===== src/include/pdsb_pkg.sv =====
// Purpose: Shared constants for the positioner diagnosis status bank
// Assumes: Byte-wide bank read by index 0..5
// Notes: Bit positions follow the diagnosis byte layout
package pdsb_pkg;
  localparam int unsigned BANK_BYTES = 6;
  localparam int unsigned LIVE_BYTES = 3;
  localparam logic [2:0] IDX_LIVE_SYS = 3'h0;
  localparam logic [2:0] IDX_LIVE_XSYS = 3'h1;
  localparam logic [2:0] IDX_LIVE_PROC = 3'h2;
  localparam logic [2:0] IDX_HIST_SYS = 3'h3;
  localparam logic [2:0] IDX_HIST_XSYS = 3'h4;
  localparam logic [2:0] IDX_HIST_PROC = 3'h5;
  localparam logic [15:0] HISTORY_CLEAR_VALUE = 16'h8000;
  localparam logic [7:0] BYTE_RESET = 8'h00;
  // Byte one
  localparam int unsigned SYS_OPTION_BOARD = 7;
  localparam int unsigned SYS_POSITION_POT = 6;
  localparam int unsigned SYS_LOOP_BREAK = 5;
  localparam int unsigned SYS_OUT_OF_SPAN = 4;
  localparam int unsigned SYS_CONVERTER = 3;
  localparam int unsigned SYS_ROM_SUM = 2;
  localparam int unsigned SYS_NVM_SUM = 1;
  localparam int unsigned SYS_RAM_TEST = 0;
  // Byte two
  localparam int unsigned XSYS_SWITCH_IN = 7;
  localparam int unsigned XSYS_FB_CAL = 6;
  localparam int unsigned XSYS_LOOP_CAL = 5;
  localparam int unsigned XSYS_CYCLE_LIMIT = 4;
  localparam int unsigned XSYS_TRAVEL_LIMIT = 3;
  localparam int unsigned XSYS_BAD_CONFIG = 2;
  localparam int unsigned XSYS_TEMP_LOW = 1;
  localparam int unsigned XSYS_TEMP_HIGH = 0;
  // Byte three
  localparam int unsigned PROC_OUT_PRESS = 7;
  localparam int unsigned PROC_SUPPLY_LOW = 6;
  localparam int unsigned PROC_AUTOSTART = 5;
  localparam int unsigned PROC_DEVIATION = 4;
  localparam int unsigned PROC_VERY_LOW = 3;
  localparam int unsigned PROC_VERY_HIGH = 2;
  localparam int unsigned PROC_LOW = 1;
  localparam int unsigned PROC_HIGH = 0;
endpackage


===== src/include/pdsb_hist_if.sv =====
// Purpose: Carries live bytes and clear request to the history latch
// Assumes: One clock domain
// Notes: Three live bytes in, three history bytes out
`timescale 1ns/10ps
interface pdsb_hist_if;
  logic [23:0] live;
  logic clear;
  logic [23:0] hist;
  modport bank (output live, output clear, input hist);
  modport latch (input live, input clear, output hist);
endinterface


===== src/hdl/pdsb_bank.sv =====
// Purpose: Six-byte bit-coded diagnosis status bank of a valve positioner
// Assumes: Fault sources are single-bit inputs or raw readings on clk; pins are synchronised
// Notes: Master reads by byte index; clear via a write to history_clear_param
// Functional notes
// - Diagnosis is exactly six bytes of individual status bits.
// - Bytes one to three show live conditions while they persist.
// - Live bits drop as soon as their condition disappears, no acknowledge.
// - Bytes four to six are sticky and stay set after condition ends.
// - Sticky bits clear only on reset or when master writes 32768 to the clear parameter.
// - That clearing write also drops the extension-available summary flag, unless ext_set raises it in the same cycle.
// - Byte one: option, potentiometer, loop break, span, converter, ROM, NVM, RAM.
// - Byte two: switch, feedback cal, loop cal, cycles, travel, config, temp low/high.
// - Byte two bit 4 set when stroke cycle count reaches its limit.
// - Byte two bit 1 set while board temperature is below its floor.
// - Byte two bit 0 set while board temperature is above its ceiling.
// - Byte three: output press, supply low, autostart, deviation, very low/high, low/high.
// - Byte three bit 6 set while supply pressure is below its threshold.
// - Byte three bit 4 set when deviation monitor exceeds limit for its time.
// - Byte three bit 7 set when output pressure reading is implausible.
// - Byte four holds sticky copies of byte one at identical positions.
// - Byte five holds sticky copies of byte two at identical positions.
// - Byte six holds sticky copies of byte three at identical positions.
`timescale 1ns/10ps
module pdsb_bank #(
  parameter int unsigned VAL_W = 16,
  parameter int unsigned CNT_W = 24
) (
  input wire logic clk,
  input wire logic rst_b,
  // Byte one fault sources
  input wire logic option_board_fault,
  input wire logic position_pot_fault,
  input wire logic transducer_loop_break,
  input wire logic actuator_out_of_span,
  input wire logic converter_fault,
  input wire logic rom_sum_fault,
  input wire logic nvm_sum_fault,
  input wire logic ram_test_fault,
  // Byte two sources
  input wire logic switch_input_active,
  input wire logic feedback_cal_fault,
  input wire logic loop_cal_fault,
  input wire logic [CNT_W-1:0] cycle_count,
  input wire logic [CNT_W-1:0] cycle_count_limit,
  input wire logic travel_sum_limit,
  input wire logic config_invalid,
  input wire logic signed [VAL_W-1:0] board_temp,
  input wire logic signed [VAL_W-1:0] board_temp_floor,
  input wire logic signed [VAL_W-1:0] board_temp_ceiling,
  // Byte three sources
  input wire logic output_pressure_implausible,
  input wire logic [VAL_W-1:0] supply_pressure_reading,
  input wire logic [VAL_W-1:0] supply_pressure_threshold,
  input wire logic autostart_failed,
  input wire logic [VAL_W-1:0] control_deviation,
  input wire logic [VAL_W-1:0] deviation_limit,
  input wire logic [CNT_W-1:0] deviation_time,
  input wire logic position_very_low,
  input wire logic position_very_high,
  input wire logic position_low,
  input wire logic position_high,
  // Master access
  input wire logic [2:0] rd_index,
  output logic [7:0] rd_data,
  output logic rd_error,
  input wire logic param_wr,
  input wire logic [15:0] param_wdata,
  input wire logic ext_set,
  output logic ext_available,
  output logic history_cleared
);
  typedef struct packed {
    logic [CNT_W-1:0] dev_cnt;
    logic ext_avail;
    logic cleared;
    logic [7:0] rdata;
    logic rerr;
  } pdsb_state_t;

  pdsb_state_t st_r;
  pdsb_state_t st_nxt;
  pdsb_hist_if hif ();

  logic [7:0] live_sys;
  logic [7:0] live_xsys;
  logic [7:0] live_proc;
  logic clear_hit;
  logic deviation_hit;

  function automatic logic [7:0] pdsb_pick(input logic [2:0] idx, input logic [47:0] bank);
    logic [7:0] b;
    b = 8'h00;
    unique case (idx)
      pdsb_pkg::IDX_LIVE_SYS: b = bank[7:0];
      pdsb_pkg::IDX_LIVE_XSYS: b = bank[15:8];
      pdsb_pkg::IDX_LIVE_PROC: b = bank[23:16];
      pdsb_pkg::IDX_HIST_SYS: b = bank[31:24];
      pdsb_pkg::IDX_HIST_XSYS: b = bank[39:32];
      pdsb_pkg::IDX_HIST_PROC: b = bank[47:40];
      default: b = 8'h00;
    endcase
    return b;
  endfunction

  // Live bits are combinational so they follow their condition at once
  always_comb begin
    live_sys = 8'h00;
    live_sys[pdsb_pkg::SYS_OPTION_BOARD] = option_board_fault;
    live_sys[pdsb_pkg::SYS_POSITION_POT] = position_pot_fault;
    live_sys[pdsb_pkg::SYS_LOOP_BREAK] = transducer_loop_break;
    live_sys[pdsb_pkg::SYS_OUT_OF_SPAN] = actuator_out_of_span;
    live_sys[pdsb_pkg::SYS_CONVERTER] = converter_fault;
    live_sys[pdsb_pkg::SYS_ROM_SUM] = rom_sum_fault;
    live_sys[pdsb_pkg::SYS_NVM_SUM] = nvm_sum_fault;
    live_sys[pdsb_pkg::SYS_RAM_TEST] = ram_test_fault;
  end

  always_comb begin
    live_xsys = 8'h00;
    live_xsys[pdsb_pkg::XSYS_SWITCH_IN] = switch_input_active;
    live_xsys[pdsb_pkg::XSYS_FB_CAL] = feedback_cal_fault;
    live_xsys[pdsb_pkg::XSYS_LOOP_CAL] = loop_cal_fault;
    live_xsys[pdsb_pkg::XSYS_CYCLE_LIMIT] = (cycle_count >= cycle_count_limit);
    live_xsys[pdsb_pkg::XSYS_TRAVEL_LIMIT] = travel_sum_limit;
    live_xsys[pdsb_pkg::XSYS_BAD_CONFIG] = config_invalid;
    live_xsys[pdsb_pkg::XSYS_TEMP_LOW] = (board_temp < board_temp_floor);
    live_xsys[pdsb_pkg::XSYS_TEMP_HIGH] = (board_temp > board_temp_ceiling);
  end

  // Deviation must stay above its limit for the configured time
  assign deviation_hit = (control_deviation > deviation_limit) &&
                         (st_r.dev_cnt >= deviation_time);

  always_comb begin
    live_proc = 8'h00;
    live_proc[pdsb_pkg::PROC_OUT_PRESS] = output_pressure_implausible;
    live_proc[pdsb_pkg::PROC_SUPPLY_LOW] =
      (supply_pressure_reading < supply_pressure_threshold);
    live_proc[pdsb_pkg::PROC_AUTOSTART] = autostart_failed;
    live_proc[pdsb_pkg::PROC_DEVIATION] = deviation_hit;
    live_proc[pdsb_pkg::PROC_VERY_LOW] = position_very_low;
    live_proc[pdsb_pkg::PROC_VERY_HIGH] = position_very_high;
    live_proc[pdsb_pkg::PROC_LOW] = position_low;
    live_proc[pdsb_pkg::PROC_HIGH] = position_high;
  end

  assign clear_hit = param_wr && (param_wdata == pdsb_pkg::HISTORY_CLEAR_VALUE);

  assign hif.live = {live_proc, live_xsys, live_sys};
  assign hif.clear = clear_hit;

  pdsb_hist_latch u_hist (
    .clk(clk),
    .rst_b(rst_b),
    .hl(hif.latch)
  );

  always_comb begin
    st_nxt = st_r;
    if (control_deviation > deviation_limit) begin
      if (st_r.dev_cnt != {CNT_W{1'b1}}) begin
        st_nxt.dev_cnt = st_r.dev_cnt + {{(CNT_W-1){1'b0}}, 1'b1};
      end
    end else begin
      st_nxt.dev_cnt = '0;
    end
    // Summary flag: a new raise wins over the clear
    if (ext_set) begin
      st_nxt.ext_avail = 1'b1;
    end else if (clear_hit) begin
      st_nxt.ext_avail = 1'b0;
    end
    st_nxt.cleared = clear_hit;
    st_nxt.rdata = pdsb_pick(rd_index, {hif.hist, hif.live});
    st_nxt.rerr = (rd_index > pdsb_pkg::IDX_HIST_PROC);
  end

  always_ff @(posedge clk) begin
    if (!rst_b) begin
      st_r <= '0;
    end else begin
      st_r <= st_nxt;
    end
  end

  assign rd_data = st_r.rdata;
  assign rd_error = st_r.rerr;
  assign ext_available = st_r.ext_avail;
  assign history_cleared = st_r.cleared;
endmodule


===== src/hdl/pdsb_hist_latch.sv =====
// Purpose: Sticky history of the three live diagnosis bytes
// Assumes: Live bits and clear are synchronous to clk
// Notes: A live bit sets its history bit and beats a clear
`timescale 1ns/10ps
module pdsb_hist_latch (
  input wire logic clk,
  input wire logic rst_b,
  pdsb_hist_if.latch hl
);
  typedef struct packed {
    logic [23:0] hist;
  } pdsb_hl_state_t;
  pdsb_hl_state_t st_r;
  pdsb_hl_state_t st_nxt;

  always_comb begin
    st_nxt = st_r;
    // Set in the cycle the live bit asserts; live wins over clear
    st_nxt.hist = (hl.clear ? 24'h000000 : st_r.hist) | hl.live;
  end

  always_ff @(posedge clk) begin
    if (!rst_b) begin
      st_r <= '0;
    end else begin
      st_r <= st_nxt;
    end
  end

  // Same-cycle visibility of a newly set bit
  assign hl.hist = st_r.hist | hl.live;
endmodule


===== config.mk =====
export PLATFORM = sky130hd
export DESIGN_NAME = pdsb_bank
export DESIGN_NICKNAME = d
export VERILOG_FILES = /design/src/include/pdsb_pkg.sv /design/src/include/pdsb_hist_if.sv /design/src/hdl/pdsb_bank.sv /design/src/hdl/pdsb_hist_latch.sv
export SDC_FILE = /design/constraint.sdc
export NUM_CORES = 1
export LEC_CHECK = 0
export BUFFER_PORTS_ARGS = -buffer_cell sky130_fd_sc_hd__buf_2
export CORE_MARGIN = 1
export CORE_UTILIZATION = 30
export CTS_CLUSTER_DIAMETER = 50
export DETAILED_ROUTE_END_ITERATION = 12
export SYNTH_ARGS = -nofsm -noshare
export SYNTH_HDL_FRONTEND = slang
export SYNTH_SLANG_ARGS = --single-unit

===== constraint.sdc =====
create_clock -name clk -period 2.3 [get_ports clk]
set_input_delay 0.345 -clock clk [delete_from_list [all_inputs] [get_ports clk]]
set_output_delay 0.345 -clock clk [all_outputs]
set_load 0.02 [all_outputs]

After elaboration in Yosys (flattened, before gate mapping)
Index checks and enable logic that the tools add are counted.
Widths: inputs -> output; s select.
{"block": "totals", "reg_bits": 59, "inputBits": 226, "out_inout_bits": 11}
{"block": "classes", "addsub": 1, "magnitude_cmp": 7, "eq_ne": 7, "muxes": 4, "bitwise": 2, "reduce_logical": 5}
{"operator": "$ge 24x24->1", "count": 2}
{"operator": "$or 24x24->24", "count": 2}
{"operator": "$pmux 8 s6", "count": 1}
{"operator": "$gt 16x16->1", "count": 2}
{"operator": "$lt 16x16->1", "count": 2}
{"operator": "$add 24x1->24 const B", "count": 1}
{"operator": "$mux 24", "count": 1}
{"operator": "$ne 24x24->1 const B", "count": 1}
{"operator": "$eq 16x16->1 const B", "count": 1}
{"operator": "$eq 3x2->1 const B", "count": 2}
{"operator": "$eq 3x3->1 const B", "count": 2}
{"operator": "$eq 3x1->1 const B", "count": 1}
{"operator": "$gt 3x3->1 const B", "count": 1}
{"operator": "$logic_not 3->1", "count": 1}
{"operator": "$logic_and 1x1->1", "count": 2}
{"operator": "$mux 1", "count": 2}
{"operator": "$reduce_and 2->1", "count": 1}
{"operator": "$reduce_bool 2->1", "count": 1}

Longest topological paths before layout
Gate-level depths: netlist of run 1.
{"block": "logic_depth", "word_depth": 4, "ltp_mapped": 10, "ltp_nobuf": 9}

Hierarchy
A second synthesis of run 1 with hierarchy kept.
{"block": "hier_totals", "hier_cells": 728, "hier_area_um2": 5779.3}
{"mod": "pdsb_bank", "n_inst": 1, "cells_per_inst": 628, "area_each_um2": 4788.3}
{"mod": "pdsb_hist_latch", "n_inst": 1, "cells_per_inst": 100, "area_each_um2": 991.0}

Worst setup path before layout of run 1
Ideal clock, no wire load.
{"block": "synth_timing", "kind": "input-to-reg", "from": "in deviation_limit[1]", "to": "reg st_r[11] (netlist bit)", "arrival_time_ns": 1.805, "required_time_ns": 2.172, "setup_slack_ns": 0.368, "stages": 10, "cell_sequence": "inv_1 ha_1 nor2b_1 o211ai_1 a21oi_1 o31ai_1 a21oi_1 nand2_1 clkbuf_1 nor2_1"}
{"block": "synth_via", "elab_chain_cells": 2}
{"item": "from (decl)", "line": "pdsb_bank.sv:56", "rtl": "input wire logic [VAL_W-1:0] deviation_limit,"}
{"item": "$gt 16x16->1", "line": "pdsb_bank.sv:160", "rtl": "if (control_deviation > deviation_limit) begin"}
{"item": "$reduce_and 2->1 (no source line)"}
{"item": "to (signal assigned)", "line": "pdsb_bank.sv:182", "rtl": "st_r <= st_nxt;"}
{"item": "to (decl)", "line": "pdsb_bank.sv:80", "rtl": "pdsb_state_t st_r;"}
No other way between the ends.
A chain may end at the register's enable or synchronous reset.

Worst setup path in the final report of run 1
{"block": "layout_timing", "from": "reg st_r[29] (netlist bit)", "to": "reg st_r[12] (netlist bit)"}
{"block": "layout_via", "elab_chain_cells": 1}
{"item": "$ne 24x24->1", "line": "pdsb_bank.sv:161", "rtl": "if (st_r.dev_cnt != {CNT_W{1'b1}}) begin"}
No other way between the ends.

==> run metrics, run 1 <==
Leak 3.86 nW; RSZ-0062 raised after global routing false; via count 5521; Hold Crit Class in2reg; r2r setup slk 0.34 ns; # DRC 0; Mapped Area 0.00541 mm2; register area share after synthesis 0.218; Yosys reg bits 59; CTS resizes 0; Post-CTS Setup Bufs 0; Worst setup SP type flop; Unique masters post-synth 59; First DRT Iteration DRCs 159; Final ANT Viol Nets 0; total CTS buffers 9; row count 48; GP Congestion 0.811; worst hold endpoint ext_available$_SDFFE_PN0P_; fillers 1849; warning count from the yosys run 0; Hold Path Depth 3; cells on worst reg2reg path 6; Synth Instances 708; R2R Path End st_r[12]$_SDFFE_PN0P_; CTS hold repair buffers 0; port buffer count 236; r2r startpoint st_r[29]$_SDFFE_PN0P_; final slew viol count 0; status completed; H-tree Lvls 3; Worst Path Arrival 2.18 ns; largest net degree at the start of global routing 32; Clock Sinks 59; Seq pwr share 0.341; power per cell area 452 mW/mm2; total congestion overflow 0; WL per Instance 12.4 um; Area growth syn-to-layout 31.3%; Fin Setup TNS 0 ns; Tightest Pin Transition 0.540 ns; setup violators final 0; Slew headroom 0.640; CTS clock-pin slew for the worst setup and hold paths 0.05 ns; Power Internal 2.34 mW; DR vias/cell 4.73; Avg Cell Area, Syn 7.64 um2; # IOs 237; Die X 136 um; most frequent cells after synthesis inv_1 (121), ha_1 (111), nor2_1 (85), a21oi_1 (77), dfxtp_1 (59); gr usage total 0.158; clock skew 0.00641 ns; dpl hpwl 12.3 mm; ant diodes 0; initial antenna violation count 2; hold_sp ext_set; TritonRoute pass-1 iters 4; Tcrit/Tclk final 0.850; largest cells by area after synthesis ha_1 (26%), dfxtp_1 (22%), inv_1 (8.4%); largest area contributor in the netlist ha_1; Psw 0.865 mW; power share of the combinational group 0.240; Clock power frac 0.419; CTS Buffer Depth 2; Critical Path Sink Type flop; Root Buffer clkbuf_16; Most used DFF post-synth dfxtp_1; Layout Nets 1274; Core Area 0.0175 mm2; top-count cell post-synth inv_1; MaxCap Viol Count 0; Net Sw Frac 0.270; Req. time, crit path 2.52 ns; Min Hold Slack 0.224 ns; ys async rst share 0; top cell type's share of synthesized area 0.257; vias in the first global route 5021; WL final 14.5 mm; Max FO, Critical Path 5; Min Clock Period, post-route 1.96 ns; CTS tree done; CP startpoint st_r[29]$_SDFFE_PN0P_; VDD IR max 318 uV; fmax 511 MHz; worst-skew pair later-pin latency 0.33 ns; first-pass GRT wire length 22.9 mm; Fin. Hold Viols 0; post-synth net total 1045; CP Class reg2reg; starting density of the core 0.309; number of synthesized flops with an enable pin 0; die area 0.0186 mm2; share of cells above drive strength 1 0.283; die span in y 136 um
==> worst max path at each step <==
stage | endpoint | cells past startpoint
2_1_floorplan | st_r[11]$_SDFFE_PN0P_ | 10
3_3_place_gp | st_r[13]$_SDFFE_PN0P_ | 11
3_5_place_dp | st_r[13]$_SDFFE_PN0P_ | 11
4_1_cts | st_r[12]$_SDFFE_PN0P_ | 6
5_1_grt | rd_data[4]$_SDFF_PN0_ | 7
6_report | st_r[12]$_SDFFE_PN0P_ | 6
==> cell families (layout without fill, tap and decap cells) <==
logic type	count (synthesis)	in the layout	share of synthesized area
AOI/OAI and AO/OA	166	166	0.190
xor gates and xnor gates	20	20	0.0324
and+or+nand+nor	203	203	0.190
adders and majority gates	111	111	0.257
muxes	3	3	0.00578
buffers and inverters	146	379	0.108
DFF	59	59	0.218
==> cell type report <==
type,count,area (um2),share of cell area
flip-flops and latches,59,1180,0.166
multi-input cells,503,3640,0.513
clock inverters,2,35.0,0.00493
inverters,122,458,0.0645
clock buffers,13,260,0.0367
repair buffers,242,1240,0.174
well taps,225,282,0.0397
==> worst max-delay path: stages (launching register included) <==
cell and delay (ns):
dfxtp_1 0.43, and4_4 0.30, nand4_2 0.14, nor4_4 0.53
buf_4 0.23, mux2i_1 0.18, nor2_1 0.05
==> power groups by stage <==
stage / registers (mW) / logic (mW) / clock network [mW]
floorplan: 1.11 / 0.452 / 0
global placement: 1.11 / 0.769 / 0
detailed placement: 1.11 / 0.777 / 0
CTS: 1.09 / 0.782 / 1.39
global route: 1.10 / 0.886 / 1.43
finish: 1.09 / 0.769 / 1.34
==> metal layers <==
| metal | GRT usage | share of wire | up-vias |
|---|---|---|---|
| met5 | 0 | 0.0019 | - |
| met4 | 0.0481 | 0.012 | 4 |
| met3 | 0.0358 | 0.070 | 17 |
| met2 | 0.272 | 0.46 | 187 |
| met1 | 0.193 | 0.46 | 2396 |
| li1 | - | - | 2917 |
==> metrics by stage <==
step	area, um2	setup slack, ns	power (mW)	util	std cells
after floorplan	5410	0.368	1.56	-	708
after global placement	6800	0.187	1.88	0.389	1151
after detailed placement	6800	0.168	1.89	0.389	1151
after CTS	7100	0.313	3.26	0.406	1166
after global routing	7100	0.112	3.42	0.406	1166
final	7100	0.345	3.21	0.406	1166
==> flip-flops by register name, indices dropped and copies added, names as in the netlist <==
register and count:
st_r 24, u_hist.st_r 24, rd_data 8, ext_available 1, history_cleared 1, rd_error 1
==> placed cells by master, fill, tap and decap left out, types with 3 or more instances in the layout <==
master and count:
nor2_1 85, o211ai_1 4, a211o_1 3, nor3_1 11, ha_1 111, nand2_1 30
o22ai_1 6, nor2b_1 6, buf_4 5, xor2_1 11, o31a_1 3, clkbuf_16 9
a21o_1 12, nand2b_1 4, nand4_1 20, xnor2_1 9, buf_2 236, a211oi_1 7
nand4_2 3, a21oi_1 77, o21ai_0 17, inv_1 121, nor4_1 8, nand3_1 16
dfxtp_1 59, a221oi_1 3, o21ai_1 9, o21a_1 3, o221ai_1 3
(Power assumes the default switching activity.)
==> inputs of run 2 (changes only) <==
--- a/config.mk
+++ b/config.mk
@@ -15 +15,2 @@
 export SYNTH_SLANG_ARGS = --single-unit
+export TNS_END_PERCENT = 50
==> constraint.sdc (replaced) <==
create_clock -name clk -period 2.3 [get_ports clk]
set_input_delay 0.115 -clock clk [delete_from_list [all_inputs] [get_ports clk]]
set_output_delay 0.115 -clock clk [all_outputs]
set_load 0.02 [all_outputs]
==> run 2 against run 1 <==
Effect of this change:
- core utilization down 0.11 points
- fmax decreased by 1.5%
- register-to-register slack worse by 0.03 ns
- critical endpoint is now rd_data[4]$_SDFF_PN0_
==> run metrics, run 2 (same netlist as run 1, synthesis figures left out) <==
Layout Nets 1274 (unchanged); Psw 0.874 mW (+1.0%); Clock Sinks 59 (unchanged); Max FO, Critical Path 5 (unchanged); WL final 14.5 mm (+0.30%); Critical Path Sink Type flop; Net Sw Frac 0.275 (+0.00563); H-tree Lvls 3 (unchanged); TritonRoute pass-1 iters 4 (unchanged); CTS clock-pin slew for the worst setup and hold paths 0.05 ns (about the same); status completed; Root Buffer clkbuf_16; Power Internal 2.30 mW (-1.8%); final slew viol count 0 (unchanged); Seq pwr share 0.344 (+0.003); initial antenna violation count 2 (unchanged); Worst setup SP type flop; Worst Path Arrival 2.23 ns (+0.05 ns); Fin. Hold Viols 0 (unchanged); most common cell after layout, fill and taps aside buf_2; fmax 504 MHz (-1.5%); Final ANT Viol Nets 0 (unchanged); Die X 136 um (unchanged); DR vias/cell 4.73 (-0.13%); Fin Setup TNS 0 ns (unchanged); share of cells above drive strength 1 0.282 (-0.000763); worst-skew pair later-pin latency 0.33 ns (about the same); Core Area 0.0175 mm2 (unchanged); power per cell area 448 mW/mm2 (-0.74%); Hold Crit Class in2reg; power share of the combinational group 0.242 (+0.002); Clock power frac 0.414 (-0.005); fillers 1829 (-1.1%); Min Hold Slack 0.0200 ns (-0.204 ns); setup violators final 0 (unchanged); via count 5514 (-0.13%); port buffer count 236 (unchanged); row count 48 (unchanged); VDD IR max 344 uV (+8.2%); die span in y 136 um (unchanged); CTS Buffer Depth 2 (unchanged); Tcrit/Tclk final 0.863 (+0.0129); CP Class reg2reg; Tightest Pin Transition 0.522 ns (-0.0185 ns); # DRC 0 (unchanged); WL per Instance 12.5 um (+0.30%); total congestion overflow 0 (unchanged); Finished Layout Cells 1166 (unchanged); Leak 3.85 nW (-0.28%); Slew headroom 0.652 (+0.0124); Min Clock Period, post-route 1.99 ns (+0.0298 ns); vias in the first global route 5157 (+2.7%); CTS tree done; RSZ-0062 raised after global routing false; Req. time, crit path 2.55 ns (+0.03 ns); total CTS buffers 9 (unchanged); GP Congestion 0.788 (-2.9%); dpl hpwl 12.3 mm (+0.12%); gr usage total 0.161 (+0.00324); starting density of the core 0.309 (unchanged); DP Cell Count 1150 (-0.087%); MaxCap Viol Count 0 (unchanged); first-pass GRT wire length 23.5 mm (+3.0%); First DRT Iteration DRCs 169 (+6.3%); # IOs 237 (unchanged); die area 0.0186 mm2 (unchanged); CTS resizes 0 (unchanged); clock skew 0.00459 ns (-0.00182 ns); largest net degree at the start of global routing 32 (unchanged); most frequent cells in the layout buf_2 (236), inv_1 (121), ha_1 (111); Area growth syn-to-layout 30.9%
[run 2: per-layer routing]
layer | vias to the layer above | routed length [um] | global-route usage
li1 | 2916 | - | -
met1 | 2381 | 6660 | 0.194
met2 | 202 | 6740 | 0.284
met3 | 13 | 968 | 0.0365
met4 | 2 | 147 | 0.0444
met5 | - | 17 | 0
[run 2: timing repair]
action | in CTS | in global routing
setup buffers | 0 | 0
hold buffers | 1 | 0
endpoints found under the hold margin | 1 | 0
[run 2: per-stage QoR]
stage / setup WS, ns / util / area, um2 / total power [mW]
final: 0.315 / 0.405 / 7080 / 3.17
after global routing: 0.113 / 0.405 / 7080 / 3.38
after CTS: 0.283 / 0.405 / 7080 / 3.22
after detailed placement: 0.318 / 0.388 / 6780 / 1.88
after global placement: 0.362 / 0.388 / 6780 / 1.88
after floorplan: 0.434 / - / 5410 / 1.56
[run 2: worst max-delay path, cell delays in order (launching register included)]
cell       delay [ns]
dfxtp_1          0.37
ha_1             0.34
nand4_1          0.12
nor3_1           0.32
nor4b_1          0.29
o31a_1           0.21
o2111ai_1        0.13
o211ai_1         0.13
[run 2: power by group through the flow]
stage | Combinational (mW) | Sequential (mW) | Clock [mW]
after floorplan | 0.452 | 1.11 | 0
after global placement | 0.764 | 1.11 | 0
after detailed placement | 0.773 | 1.11 | 0
after CTS | 0.781 | 1.09 | 1.35
after global routing | 0.891 | 1.10 | 1.39
final | 0.767 | 1.09 | 1.32
[run 2: final timing paths]
path,startpoint,endpoint,slack [ns],cells after the start
max,st_r[33]$_SDFFE_PN0P_,rd_data[4]$_SDFF_PN0_,0.31,7
min,feedback_cal_fault,u_hist.st_r[14]$_SDFF_PN0_,0.02,3
max reg2reg,st_r[33]$_SDFFE_PN0P_,rd_data[4]$_SDFF_PN0_,0.31,7
min reg2reg,u_hist.st_r[8]$_SDFF_PN0_,u_hist.st_r[8]$_SDFF_PN0_,0.46,2
[run 2: area by class of cell]
type / count / area, um2 / area share
inverters: 122 / 458 / 0.0647
clock buffers: 11 / 243 / 0.0343
repair buffers: 242 / 1230 / 0.174
well taps: 225 / 282 / 0.0398
multi-input cells: 503 / 3640 / 0.515
clock inverters: 3 / 40.0 / 0.00566
flip-flops and latches: 59 / 1180 / 0.167
diodes: 1 / 2.50 / 0.000353
==> inputs of run 3 (changes only) <==
==> constraint.sdc (replaced) <==
create_clock -name clk -period 2.3 [get_ports clk]
set_input_delay 0 -clock clk [delete_from_list [all_inputs] [get_ports clk]]
set_output_delay 0 -clock clk [all_outputs]
set_load 0.02 [all_outputs]
==> run 3 against run 2 <==
Effect of this change:
- cell count increased by 2.0%
- die area unchanged
- wire length increased by 1.4%
- clock power increased by 17%
- first-iteration DRC count decreased by 8.3%
- critical path depth increased by 1
- register-to-register slack got worse by 0.03 ns
- power increased by 8.1%
- non-clock buffer count increased by 22
- largest cell class unchanged
==> run metrics, run 3 (same netlist as run 1, synthesis figures left out) <==
status completed; VDD IR max 307 uV (-11%); Worst setup SP type flop; Seq pwr share 0.318 (-0.026); largest net degree at the start of global routing 32 (unchanged); dpl hpwl 12.3 mm (-0.13%); Die X 136 um (unchanged); Clock Sinks 59 (unchanged); die span in y 136 um (unchanged); Tcrit/Tclk final 0.878 (+0.0146); Tightest Pin Transition 0.532 ns (+0.0100 ns); Slew headroom 0.643 (-0.00942); DR vias/cell 4.68 (-1.0%); Min Clock Period, post-route 2.02 ns (+0.0336 ns); power share of the combinational group 0.232 (-0.010); CP Cell Sequence nand4_2, or2_1, nor4_4, buf_4, nor2_4, nand4_1, xor2_1, nor2_1; Core Area 0.0175 mm2 (unchanged); cells on worst reg2reg path 8 (+1); r2r setup slk 0.28 ns (-0.03 ns); WL final 14.7 mm (+1.4%); Slowest-stage cell, CP dfxtp_1; Net Sw Frac 0.261 (-0.0142); CTS resizes 0 (unchanged); vias in the first global route 5224 (+1.3%); Min Hold Slack 0.136 ns (+0.116 ns); total CTS buffers 9 (unchanged); power per cell area 466 mW/mm2 (+4.1%); DP Cell Count 1149 (-0.087%); CTS Buffer Depth 2 (unchanged); R2R Path End st_r[30]$_SDFFE_PN0P_; worst hold endpoint rd_error$_SDFF_PN0_; CTS tree done; Fin Setup TNS 0 ns (unchanged); GP Congestion 0.833 (+5.7%); worst-skew pair later-pin latency 0.33 ns (about the same); die area 0.0186 mm2 (unchanged); hold_sp rd_index[1]; setup ws final 0.281 ns (-0.0336 ns); Fin. Hold Viols 0 (unchanged); Max stage delay on crit path 0.44 ns (+0.07 ns); Worst Path Arrival 2.22 ns (about the same); first-pass GRT wire length 23.5 mm (about the same); MaxCap Viol Count 0 (unchanged); CP Class reg2reg; port buffer count 236 (unchanged); Area growth syn-to-layout 36.0%; Hold Crit Class in2reg; gr usage total 0.158 (-0.00253); Clock power frac 0.450 (+0.036); Critical Path Sink Type flop; RSZ-0062 raised after global routing false; Post-CTS Setup Bufs 0 (unchanged); worst path bufs/invs 1 (+1); final instance area 0.00735 mm2 (+3.9%); fillers 1838 (+0.49%); final slew viol count 0 (unchanged); Psw 0.896 mW (+2.5%); Finished Layout Cells 1189 (+2.0%); initial antenna violation count 0 (-2); total congestion overflow 0 (unchanged); Max FO, Critical Path 6 (+1); clock skew 0.0101 ns (+0.00553 ns); most common cell after layout, fill and taps aside buf_2; Layout Nets 1296 (+1.7%); most frequent cells in the layout buf_2 (236), inv_1 (121), ha_1 (111); starting density of the core 0.309 (unchanged); Placement Cell Area 0.00678 mm2 (-0.11%); First DRT Iteration DRCs 155 (-8.3%); Tot Pwr 3.43 mW (+8.1%); Final ANT Viol Nets 0 (unchanged); Top delay family on crit path simple AND/OR/NAND/NOR gates; Hold Path Depth 2 (-1); TritonRoute pass-1 iters 4 (unchanged); CTS clock-pin slew for the worst setup and hold paths 0.06 ns (about the same); H-tree Lvls 3 (unchanged); WL per Instance 12.4 um (-0.59%); Leak 3.96 nW (+2.9%); row count 48 (unchanged); Root Buffer clkbuf_16; via count 5565 (+0.92%); share of cells above drive strength 1 0.274 (-0.00806); r2r startpoint st_r[15]$_SDFFE_PN0P_; fmax 495 MHz (-1.7%); post-layout util 0.421 (+0.0156); setup violators final 0 (unchanged); Place WS 0.316 ns (-0.00232 ns); # IOs 237 (unchanged); Req. time, crit path 2.50 ns (-0.05 ns); Power Internal 2.53 mW (+10%); # DRC 0 (unchanged); ant diodes 0 (-1)
[run 3: changes by cell type in the layout (fill, tap and decap cells not counted), sizes merged]
| cell | before | now |
|---|---|---|
| buf | 241 | 240 |
| bufinv | 1 | 3 |
| clkbuf | 11 | 12 |
| clkinv | 2 | 1 |
| diode | 1 | 0 |
| dlygate4sd3 | 1 | 24 |
[run 3: per-layer routing]
metal  part of all wire  global-route usage  wire length, um  up-vias
met5                  0                   0                0        -
met4              0.019              0.0549              286        0
met3              0.067              0.0306              984       18
met2               0.45               0.269             6620      211
met1               0.46               0.198             6840     2373
li1                   -                   -                -     2963
[run 3: power groups by stage]
stage / Combinational, mW / Sequential [mW] / Clock (mW)
2_1_floorplan: 0.452 / 1.11 / 0
3_3_place_gp: 0.764 / 1.11 / 0
3_5_place_dp: 0.773 / 1.11 / 0
4_1_cts: 0.810 / 1.09 / 1.58
5_1_grt: 0.919 / 1.10 / 1.63
6_report: 0.796 / 1.09 / 1.54
[run 3: area by class of cell]
| cell class | count | area, um2 | area share |
|---|---|---|---|
| multi-input combinational | 503 | 3640 | 0.496 |
| inverter | 122 | 458 | 0.0623 |
| clock inverter | 4 | 98.8 | 0.0134 |
| clock buffer | 12 | 236 | 0.0322 |
| timing repair buffer | 264 | 1450 | 0.197 |
| sequential | 59 | 1180 | 0.161 |
| tap | 225 | 282 | 0.0383 |
[run 3: how the worst max path moves through the flow]
| stage | startpoint | to | slack [ns] | depth (start not counted) |
|---|---|---|---|---|
| after global placement | st_r[29]$_SDFFE_PN0P_ | st_r[30]$_SDFFE_PN0P_ | 0.34 | 8 |
| after global routing | st_r[33]$_SDFFE_PN0P_ | u_hist.st_r[20]$_SDFF_PN0_ | 0.15 | 7 |
| after floorplan | st_r[29]$_SDFFE_PN0P_ | st_r[30]$_SDFFE_PN0P_ | 0.43 | 7 |
| after detailed placement | st_r[15]$_SDFFE_PN0P_ | st_r[30]$_SDFFE_PN0P_ | 0.32 | 8 |
| final | st_r[15]$_SDFFE_PN0P_ | st_r[30]$_SDFFE_PN0P_ | 0.28 | 8 |
| after CTS | st_r[15]$_SDFFE_PN0P_ | st_r[30]$_SDFFE_PN0P_ | 0.29 | 8 |
[run 3: repair_timing]
action,CTS,global route
hold buffers,24,0
endpoints found under the hold margin,24,0
endpoints found under the setup margin,0,0
